### config.mk
export PLATFORM = sky130hd
export DESIGN_NAME = sram_ctrl
export DESIGN_NICKNAME = d
export VERILOG_FILES = /design/src/design/sram_ctrl_pkg.sv /design/src/design/sram_ctrl.sv
export VERILOG_INCLUDE_DIRS = /design/src /design/src/design
export SDC_FILE = /design/constraint.sdc
export NUM_CORES = 1
export LEC_CHECK = 0
export BUFFER_PORTS_ARGS = -buffer_cell sky130_fd_sc_hd__buf_2
export CORE_MARGIN = 1.5
export CORE_UTILIZATION = 35
export CTS_CLUSTER_SIZE = 20
export DETAILED_ROUTE_END_ITERATION = 16
export GPL_TIMING_DRIVEN = 1
export PLACE_DENSITY_LB_ADDON = 0.2
export RECOVER_POWER = 50
export SYNTH_ARGS = -nofsm -noshare
export SYNTH_HDL_FRONTEND = slang
export SYNTH_SLANG_ARGS = --single-unit
### constraint.sdc
create_clock -name i_sys_clk -period 2 [get_ports i_sys_clk]
set_input_delay 0.2 -clock i_sys_clk [delete_from_list [all_inputs] [get_ports i_sys_clk]]
set_output_delay 0.2 -clock i_sys_clk [all_outputs]
set_load 0.03 [all_outputs]
### src/design/sram_ctrl_map.svh
// Timing, width and reset constants for the static memory controller
`ifndef SRAM_CTRL_MAP_SVH
`define SRAM_CTRL_MAP_SVH
`define SYS_CLK_PERIOD_NS        100
`define READ_CYCLE_MIN_NS        15
`define SELECT_ACCESS_DELAY_NS   15
`define DESELECT_TO_FLOAT_NS     8
`define STROBE_TO_FLOAT_NS       6
`define WRITE_CYCLE_MIN_NS       13
`define WRITE_PULSE_MIN_NS       12
`define DATA_SETUP_MIN_NS        7
// Least times round up, never below one cycle
`define CYC_UP(ns) ((((ns) + `SYS_CLK_PERIOD_NS - 1) / `SYS_CLK_PERIOD_NS) < 1 ? 1 : \
   (((ns) + `SYS_CLK_PERIOD_NS - 1) / `SYS_CLK_PERIOD_NS))
`define READ_ACCESS_CYC  `CYC_UP(`SELECT_ACCESS_DELAY_NS + `READ_CYCLE_MIN_NS)
`define WRITE_PULSE_CYC  `CYC_UP(`WRITE_PULSE_MIN_NS)
`define WRITE_DATA_CYC   `CYC_UP(`DATA_SETUP_MIN_NS)
`define FLOAT_CYC        `CYC_UP(`DESELECT_TO_FLOAT_NS)
`define ADDR_W           16
`define DATA_W           4
`define RST_ADDR         16'h0000
`define RST_DATA         4'h0
`endif

### src/design/sram_ctrl_pkg.sv
// Types for the static memory controller
package sram_ctrl_pkg;
   typedef enum logic [2:0] {
      ST_IDLE,
      ST_RD_ACC,
      ST_RD_END,
      ST_WR_SET,
      ST_WR_PULSE,
      ST_WR_END,
      ST_TURN
   } ctrl_state_t;

   typedef struct packed {
      ctrl_state_t state;
      logic [3:0]  cnt;
      logic [15:0] addr;
      logic [3:0]  wdata;
      logic [3:0]  rdata;
      logic        cs_n;
      logic        we_n;
      logic        dq_oe;
      logic        busy;
      logic        rvalid;
      logic        wdone;
   } ctrl_regs_t;
endpackage : sram_ctrl_pkg

### src/design/sram_ctrl.sv
// Controller that drives a clockless 64K x 4 static memory through its pins
`timescale 1ns/1ps
`include "sram_ctrl_map.svh"

// Contract
// Memory holds 65536 four-bit words on sixteen address lines.
// Select low with strobe high reads the addressed word.
// Write only while select and strobe low; controller drives data then.
// Select and strobe rising together leaves memory outputs floating.
// Address valid no later than select falling, strobe high, for reads.
// Read cycles last at least 15 ns address to address.
// Read data valid within 15 ns after select with stable address.
// Old read data held at least 2 ns after address change.
// Memory starts driving no sooner than 2 ns after select.
// Memory floats within 8 ns after deselect.
// Standby within 15 ns after deselect; powers up at once.
// Write cycles last at least 13 ns address to address.
// Address valid 12 ns before write end; may change right after.
// Select held low at least 12 ns up to write end.
// Data stable 7 ns before write end; may drop right after.
// Strobe falling floats memory outputs within 6 ns.
// After write end, memory drives again no sooner than 2 ns.
// Write ends at first of select or strobe rising; data stored then.
module sram_ctrl
   import sram_ctrl_pkg::*;
#(
   parameter int ADDR_W = `ADDR_W,
   parameter int DATA_W = `DATA_W
) (
   input  wire logic              i_sys_clk,
   input  wire logic              i_nrst,
   input  wire logic              i_req,
   input  wire logic              i_we,
   input  wire logic [ADDR_W-1:0] i_addr,
   input  wire logic [DATA_W-1:0] i_wdata,
   output logic                   o_busy,
   output logic                   o_rvalid,
   output logic [DATA_W-1:0]      o_rdata,
   output logic                   o_wdone,
   output logic [ADDR_W-1:0]      o_mem_addr,
   output logic                   o_mem_cs_n,
   output logic                   o_mem_we_n,
   output logic [DATA_W-1:0]      o_mem_dq_o,
   output logic                   o_mem_dq_oe,
   input  wire logic [DATA_W-1:0] i_mem_dq
);
   import sram_ctrl_pkg::*;

   // Step counts in whole clock cycles
   localparam logic [3:0] RD_CYC  = 4'(`READ_ACCESS_CYC);
   localparam logic [3:0] WP_CYC  = 4'(`WRITE_PULSE_CYC);
   localparam logic [3:0] FLT_CYC = 4'(`FLOAT_CYC);

   // Controller state, apart from the two pin flops, lives in one struct
   ctrl_regs_t r_r;
   ctrl_regs_t r_nxt;

   // Pin flops for the memory data word
   logic [DATA_W-1:0] dq_sync1_r;
   logic [DATA_W-1:0] dq_sync2_r;

   // Data pins come from a clockless part; two flops before use.
   // Bits may land a cycle apart, but the word is taken only after
   // it has stood still on the pins for several cycles.
   always_ff @(posedge i_sys_clk or negedge i_nrst) begin
      if (!i_nrst) begin
         dq_sync1_r <= `RST_DATA;
         dq_sync2_r <= `RST_DATA;
      end else begin
         dq_sync1_r <= i_mem_dq;
         dq_sync2_r <= dq_sync1_r;
      end
   end

   // Read, one step per cycle (N = RD_CYC):
   //   take edge     address and select move together, strobe high
   //   +1 .. +N      access count runs down, word settles on the pins
   //   +N+1, +N+2    word passes the two pin flops
   //   +N+3          word taken, read valid pulses, select released
   //   +N+4, +N+5    float gap, then back to idle
   // Write, one step per cycle (M = WP_CYC):
   //   take edge     address and data latched, strobe still high
   //   +1            select and strobe fall, memory lets go of the pins
   //   +2 .. +M+1    data driven, pulse count runs down
   //   +M+2          select and strobe rise together, data still driven
   //   +M+3          data released, write done pulses
   //   +M+4, +M+5    float gap, then back to idle
   // Every step is a whole cycle, far above each ns minimum.
   // Pin data only drives a cycle after the strobe fell, so the
   // memory has floated and the two sides never fight.
   // Ending on select and strobe together keeps the memory floating;
   // ending on the strobe alone would let it drive into our data.
   // Requests while busy are dropped without notice; callers
   // wait for busy to fall before the next one.
   // Cost of the whole-cycle steps: a word every seven cycles.

   // Next-state logic for the whole controller
   always_comb begin
      r_nxt        = r_r;
      r_nxt.rvalid = 1'b0;
      r_nxt.wdone  = 1'b0;
      unique case (r_r.state)
         ST_IDLE: begin
            r_nxt.busy = 1'b0;
            if (i_req) begin
               r_nxt.busy  = 1'b1;
               r_nxt.addr  = i_addr;
               r_nxt.wdata = i_wdata;
               r_nxt.we_n  = 1'b1;
               if (i_we) begin
                  // Address settles a cycle before strobe falls
                  r_nxt.state = ST_WR_SET;
               end else begin
                  r_nxt.cs_n  = 1'b0;
                  r_nxt.cnt   = RD_CYC;
                  r_nxt.state = ST_RD_ACC;
               end
            end
         end

         ST_RD_ACC: begin
            // Sync delay adds two cycles on top of access, covers
            if (r_r.cnt != 4'h0) begin
               r_nxt.cnt = r_r.cnt - 4'h1;
            end else begin
               r_nxt.state = ST_RD_END;
            end
         end

         ST_RD_END: begin
            // Wait out the second pin flop
            r_nxt.cnt = r_r.cnt + 4'h1;
            if (r_r.cnt == 4'h1) begin
               r_nxt.rdata  = dq_sync2_r;
               r_nxt.rvalid = 1'b1;
               r_nxt.cs_n   = 1'b1;
               r_nxt.cnt    = FLT_CYC;
               r_nxt.state  = ST_TURN;
            end
         end

         ST_WR_SET: begin
            r_nxt.cs_n  = 1'b0;
            r_nxt.we_n  = 1'b0;
            r_nxt.cnt   = WP_CYC;
            r_nxt.state = ST_WR_PULSE;
         end

         ST_WR_PULSE: begin
            // Drive only after strobe fell so the memory has floated
            r_nxt.dq_oe = 1'b1;
            if (r_r.cnt != 4'h0) begin
               r_nxt.cnt = r_r.cnt - 4'h1;
            end else if (r_r.dq_oe) begin
               // Data has stood a full cycle, above 7 ns
               r_nxt.we_n  = 1'b1;
               r_nxt.cs_n  = 1'b1;
               r_nxt.state = ST_WR_END;
            end
         end

         ST_WR_END: begin
            // Hold address and data one cycle past the write end
            r_nxt.dq_oe = 1'b0;
            r_nxt.wdone = 1'b1;
            r_nxt.cnt   = FLT_CYC;
            r_nxt.state = ST_TURN;
         end

         ST_TURN: begin
            // Turnaround gap keeps the next cycle off a floating bus
            if (r_r.cnt != 4'h0) begin
               r_nxt.cnt = r_r.cnt - 4'h1;
            end else begin
               r_nxt.busy  = 1'b0;
               r_nxt.state = ST_IDLE;
            end
         end

         default: begin
            // Illegal code; park the pins safely
            r_nxt.state = ST_IDLE;
            r_nxt.cs_n  = 1'b1;
            r_nxt.we_n  = 1'b1;
            r_nxt.dq_oe = 1'b0;
         end
      endcase
   end

   // State register; reset parks the memory deselected and floating
   // Reset clears the controller registers and pins, never the stored words
   always_ff @(posedge i_sys_clk or negedge i_nrst) begin
      if (!i_nrst) begin
         r_r.state  <= ST_IDLE;
         r_r.cnt    <= 4'h0;
         r_r.addr   <= `RST_ADDR;
         r_r.wdata  <= `RST_DATA;
         r_r.rdata  <= `RST_DATA;
         r_r.cs_n   <= 1'b1;
         r_r.we_n   <= 1'b1;
         r_r.dq_oe  <= 1'b0;
         r_r.busy   <= 1'b0;
         r_r.rvalid <= 1'b0;
         r_r.wdone  <= 1'b0;
      end else begin
         r_r <= r_nxt;
      end
   end

   // Handshake outputs straight from flops
   assign o_busy      = r_r.busy;
   assign o_rvalid    = r_r.rvalid;
   assign o_rdata     = r_r.rdata;
   assign o_wdone     = r_r.wdone;

   // Memory pins straight from flops; select and strobe reset high
   assign o_mem_addr  = r_r.addr;
   assign o_mem_cs_n  = r_r.cs_n;
   assign o_mem_we_n  = r_r.we_n;
   assign o_mem_dq_o  = r_r.wdata;
   assign o_mem_dq_oe = r_r.dq_oe;
endmodule : sram_ctrl

==> results of run 1 <==
## what timing repair did
action | in CTS | in global routing
endpoints found under the hold margin | 10 | 1
hold buffers | 4 | 1
buffers inserted | 0 | 0
## worst max-delay path, stage by stage (launching register included)
cell	delay, ns
dfrtp_1	0.39
inv_1	0.08
ha_1	0.20
or3b_4	0.42
a21oi_1	0.17
o221ai_2	0.15
mux2_4	0.32
## registers in the layout (all words and copies together), names as in the netlist, 4 cells and up
name	cells
o_rdata	4
o_mem_dq_o	4
o_mem_addr	16
r_r	7
dq_sync1_r	4
dq_sync2_r	4
## logic make-up (layout without fill, tap and decap cells)
| group | Yosys count | count (layout) |
|---|---|---|
| adders and majority gates | 4 | 4 |
| muxes | 26 | 26 |
| and+or+nand+nor | 40 | 40 |
| buffers and inverters | 38 | 86 |
| AOI/OAI and AO/OA | 30 | 30 |
| DFF | 45 | 45 |
## layer usage
| layer | vias up | wire length (µm) | track usage |
|---|---|---|---|
| met3 | 4 | 178 | 0.0333 |
| li1 | 705 | - | - |
| met4 | 0 | 34 | 0.0466 |
| met1 | 731 | 1890 | 0.169 |
| met2 | 42 | 1940 | 0.218 |
| met5 | - | 0 | 0 |
## layout make-up
cell class | count | area [µm²] | share of cell area
Multi-Input combinational cell | 100 | 778 | 0.304
Clock inverter | 3 | 65.1 | 0.0254
Sequential cell | 45 | 1130 | 0.441
Clock buffer | 5 | 68.8 | 0.0269
Tap cell | 75 | 93.8 | 0.0367
Timing Repair Buffer | 71 | 399 | 0.156
Inverter | 7 | 26.3 | 0.0103
## layout by cell type, fill, tap and decap left out, types with 2 or more instances in the layout
master	synthesis	layout
buf_2	4	49
dfrtp_1	43	43
mux2_2	23	23
nand2_1	13	13
clkbuf_1	2	9
inv_1	7	7
a21oi_1	6	6
buf_4	24	6
nor2_1	5	5
clkbuf_8	0	5
dlygate4sd3_1	0	5
nor2b_1	4	4
o21ai_0	4	4
ha_1	4	4
and3_1	3	3
o22ai_1	3	3
nor3b_1	2	2
nand3_1	2	2
or3_1	2	2
mux2i_1	2	2
and2_1	2	2
a21bo_2	2	2
o221ai_1	2	2
o211ai_1	2	2
nand2b_1	2	2
bufinv_16	0	2
dfstp_2	2	2
## metrics by stage
step	utilization	hold slack [ns]	std cells	power (µW)
6_report	0.432	0.133	306	4580
2_1_floorplan	-	-0.0956	183	3540
3_5_place_dp	0.404	0.0843	293	3820
4_1_cts	0.433	0.00304	305	4660
5_1_grt	0.432	0.111	306	4900
3_3_place_gp	0.404	0.0873	293	3820
## report_power, final
part           internal, µW  switching (µW)
sequential             1290             261
combinational           903            1320
clock                   496             308
total                  2690            1890
## how the worst min path moves through the flow
stage | start | end | slack, ns | depth (start not counted)
CTS | i_mem_dq[0] | dq_sync1_r[0] | 0.003 | 1
finish | i_addr[8] | o_mem_addr[8] | 0.13 | 2
global placement | i_nrst | o_mem_dq_oe | 0.09 | 1
global route | i_wdata[0] | o_mem_dq_o[0] | 0.11 | 2
detailed placement | i_nrst | o_mem_dq_oe | 0.08 | 1
floorplan | i_nrst | dq_sync1_r[0] | -0.1 | 0
==> results.cfg, run 1 <==
[critical_path]
endpoint_kind = flip-flop
timing.rr.start = r_r[30]
worstSetupEndpoint = r_r[35]
critPathKind = flip-flop to flip-flop
r2r_end = r_r[35]
worstPathArrival_ns = 2.02
ff2ff_setup_slack_ns = 0.16
crit_path_start_kind = flip-flop
crit_start = r_r[30]
r2r_cells = 6
cp.required_ns = 2.18
path_max_fanout = 5

[timing]
min_period_ns = 1.84
skew_ns = 0.00686
worst_slack_ns = 0.155
fin_tns_setup_ns = 0
setup_viol = 0
finalMaxSlewViolations = 0
finalHoldViolations = 0
fin_crit_sh = 0.922
rsz0062_at_grt = false
relSlewSlack = 0.461
max_freq_ghz = 0.542
tightest_slew_ns = 0.809

[hold_path]
worst_hold_path_type = primary input to flip-flop

[drt]
viasPerCell = 4.84
antenna_left = 0
num_vias = 1482
drt_iter0_markers = 90
drc = 0
dr.pass1.iters = 4
wirelength_mm = 4.05
wl_per_cell_um = 13.2

[synth]
synth_compound_area_frac = 0.104
synthTopCellsByCount = 43 x dfrtp_1, 24 x buf_4, 23 x mux2_2, 13 x nand2_1, 7 x inv_1
muxShareOfSynthArea = 0.137
synth-async-reset-ratio = 1.00
ys.flop_type = dfrtp_1
yosys.area_share.adder = 0.0233
ys_warn_count = 0
synth_seq_area_share = 0.524
ys_top_cells_by_area = dfrtp_1 50%, mux2_2 12%, buf_4 8.4%
yosys.area.top_type = dfrtp_1
avgSynthCellArea_um2 = 11.8
synth_top_cell_area_share = 0.500
yosys.cell_count.top_type = dfrtp_1
synth_cell_types = 42
synth_edf_count = 0
synth_top_family_by_area = multiplexers
syn-num-nets = 215
syn_area_um2 = 2150
synth_seq_cells = 45
synth_cells = 183
synth-xor-area-share = 0
yosys.area_share.simple = 0.0977

[global_route]
globalRouteTotalUtil = 0.133
grt_pass1_vias = 1498
antenna_found_initial = 0
grt_pass1_wl_mm = 6.79
gr-total-overflow = 0
grt_max_degree = 22

[placed_design]
place.gp.congestion = 0.803
dp_slack_ns = 0.170
post_dp_cell_area_um2 = 2390
portBuffers = 57
hpwl_mm = 3.00

[floorplan]
start_util = 0.363
ios = 58
rows = 28
die_w_um = 81.4
fp.dieH_um = 81.4
dieArea_um2 = 6630
core_area_um2 = 5920

[finish]
drive_gt1_frac = 0.420
fin_nets = 262
final_area_um2 = 2560
diodes = 0
area_delta_synth_final_pct = 19.0
nFillCells = 577

[power_and_ir_drop]
powerDensity_nw_per_um2 = 1790
p_leak_uw = 0.00121
irDropWorstVdd_mv = 0.916

[clocking]
clkLatencyLatePin_ns = 0.29
cts_buffers = 5
clk_pin_slew_ns = 0.09
cts.sinks = 45
clock_path_buffers = 2
h-tree-depth = 2
cts_tree = done
ctsResizeCount = 0
cts-root-buf = clkbuf_8

[run]
cap_violations = 0

[run_status]
status = completed
Note: power is estimated with default switching activity, not from simulation.
==> run 2: changes to the inputs <==
--- a/config.mk
+++ b/config.mk
@@ -6,6 +6,7 @@
 export SDC_FILE = /design/constraint.sdc
 export NUM_CORES = 1
 export LEC_CHECK = 0
+export ABC_CLOCK_PERIOD_IN_PS = 2100
 export BUFFER_PORTS_ARGS = -buffer_cell sky130_fd_sc_hd__buf_2
 export CORE_MARGIN = 1.5
 export CORE_UTILIZATION = 35
@@ -17,3 +18,4 @@
 export SYNTH_ARGS = -nofsm -noshare
 export SYNTH_HDL_FRONTEND = slang
 export SYNTH_SLANG_ARGS = --single-unit
+export TNS_END_PERCENT = 10
==> constraint.sdc (replaced) <==
create_clock -name i_sys_clk -period 2.1 [get_ports i_sys_clk]
set_input_delay 0.21 -clock i_sys_clk [delete_from_list [all_inputs] [get_ports i_sys_clk]]
set_output_delay 0.21 -clock i_sys_clk [all_outputs]
set_load 0.03 [all_outputs]
==> run 2 against run 1 <==
  * Final cell count is 2.3% lower
  * Maximum frequency is 3.4% lower
  * Clock skew is 0.0034 ns lower
  * Routed wire length is 2.1% lower
  * Combinational power is 7% lower
  * Via count is 4.6% lower
  * Core utilization is 1.5 points lower
  * Worst setup slack better by 0.034 ns
  * Clock power is 16% lower
==> results.cfg, run 2 (synthesis results as in run 1) <==
[critical_path]
worstSetupEndpoint = r_r[35]
path_max_fanout = 7
worstPathArrival_ns = 2.09
r2r_end = r_r[35]
critPathMaxStageDelay_ns = 0.45
crit_start = r_r[31]
critical_path_depth = 6
crit_path_start_kind = flip-flop
cp_cell_sequence = inv_1, ha_1, or3b_4, a21oi_1, o221ai_2, mux2_4
slowest_stage = dfrtp_1
cp_num_buf_inv = 1
endpoint_kind = flip-flop
cp.required_ns = 2.28
timing.rr.start = r_r[31]
r2r_cells = 6
critPathKind = flip-flop to flip-flop
ff2ff_setup_slack_ns = 0.19
cpLargestDelayFamily = flip-flops

[run_status]
status = completed

[drt]
wl_per_cell_um = 13.3
num_vias = 1414
drt_iter0_markers = 49
antenna_left = 0
dr.pass1.iters = 4
drc = 0
viasPerCell = 4.73
wirelength_mm = 3.96

[placed_design]
post_dp_cell_area_um2 = 2360
portBuffers = 57
place.gp.congestion = 0.791
hpwl_mm = 2.89

[global_route]
globalRouteTotalUtil = 0.132
grt_pass1_vias = 1442
gr-total-overflow = 0
grt_pass1_wl_mm = 6.66
antenna_found_initial = 0
grt_max_degree = 46

[timing]
tightest_slew_ns = 1.09
min_period_ns = 1.91
skew_ns = 0.00348
setup_viol = 0
finalMaxSlewViolations = 0
relSlewSlack = 0.276
finalHoldViolations = 0
max_freq_ghz = 0.524
fin_crit_sh = 0.910
fin_tns_setup_ns = 0
rsz0062_at_grt = false

[power_and_ir_drop]
p_comb_frac = 0.489
p_switching_uw = 1800
seqPwrFrac = 0.352
p_int_uw = 2450
p_leak_uw = 0.00117
swShare = 0.424
irDropWorstVdd_mv = 0.709
powerDensity_nw_per_um2 = 1720
clkPwrFrac = 0.159

[floorplan]
dieArea_um2 = 6630
die_w_um = 81.4
ios = 58
fp.dieH_um = 81.4
rows = 28
start_util = 0.363
core_area_um2 = 5920

[finish]
diodes = 0
fin_nets = 255
nFillCells = 572
multi_input_area_um2 = 778
seqCellArea_um2 = 1130
mostFrequentLayoutCell = buf_2
final_cell_mix = 50 x buf_2, 43 x dfrtp_1, 23 x mux2_2
final_area_um2 = 2470
largest_reg_flops = 16
area_delta_synth_final_pct = 14.9
drive_gt1_frac = 0.433

[clocking]
clkLatencyLatePin_ns = 0.29
cts_tree = done
ctsResizeCount = 0
h-tree-depth = 2
cts_buffers = 5
clk_pin_slew_ns = 0.09
postCtsSetupBuffers = 0
cts-root-buf = clkbuf_8
cts.sinks = 45
clock_path_buffers = 2
postCtsHoldBufs = 0

[hold_path]
worst_hold_path_type = primary input to flip-flop

[run]
cap_violations = 0
## run 2: changes by cell type in the layout (fill, tap and decap cells not counted), sizes merged
cell / before / now
dlygate4sd3: 5 / 0
bufinv: 2 / 1
clkbuf: 15 / 14
clkinv: 1 / 0
clkinvlp: 0 / 1
## run 2: worst min path at each step
stage | slack (ns) | cells past startpoint | to | start
floorplan | -0.09 | 0 | dq_sync1_r[0] | i_nrst
global placement | 0.32 | 1 | dq_sync1_r[2] | i_mem_dq[2]
global route | 0.006 | 1 | dq_sync1_r[2] | i_mem_dq[2]
CTS | 0.008 | 2 | o_mem_dq_oe | i_nrst
finish | 0.02 | 1 | dq_sync1_r[2] | i_mem_dq[2]
detailed placement | 0.32 | 1 | dq_sync1_r[1] | i_mem_dq[1]
## run 2: worst register-to-register path: cells and delay by family, from the launching register on
| family | cells | cell delay, ns |
|---|---|---|
| flops | 1 | 0.45 |
| simple gates | 1 | 0.42 |
| mux | 1 | 0.32 |
| compound gates | 2 | 0.31 |
| fa+ha+maj | 1 | 0.20 |
| buf+inv | 1 | 0.11 |
## run 2: final cells by class
| cell class | instances | area share |
|---|---|---|
| clock buffers | 6 | 0.0334 |
| clock inverters | 2 | 0.0152 |
| inverters | 7 | 0.0106 |
| multi-input cells | 100 | 0.315 |
| flip-flops and latches | 45 | 0.456 |
| well taps | 75 | 0.0379 |
| repair buffers | 64 | 0.132 |
## run 2: metal layers
layer,wire length [µm],vias up,part of all wire,global-route usage
met5,0,-,0,0
li1,-,694,-,-
met4,65,0,0.016,0.0466
met2,1900,41,0.48,0.217
met1,1790,673,0.45,0.170
met3,202,6,0.051,0.0300
## run 2: power groups by stage
stage	Clock, µW	Combinational (µW)	Sequential, µW
floorplan	0	1870	1510
global placement	0	2100	1500
detailed placement	0	2110	1520
CTS	701	2110	1500
global route	727	2240	1560
finish	676	2070	1500
## run 2: metrics by stage
stage	std cells	hold slack (ns)	power, µW	setup WS, ns	utilization
5_1_grt	299	0.00625	4530	0.0782	0.418
4_1_cts	299	0.00834	4310	0.190	0.420
3_5_place_dp	291	0.320	3620	0.204	0.399
2_1_floorplan	183	-0.0856	3370	0.302	-
6_report	299	0.0227	4250	0.190	0.418
3_3_place_gp	291	0.318	3600	0.244	0.399
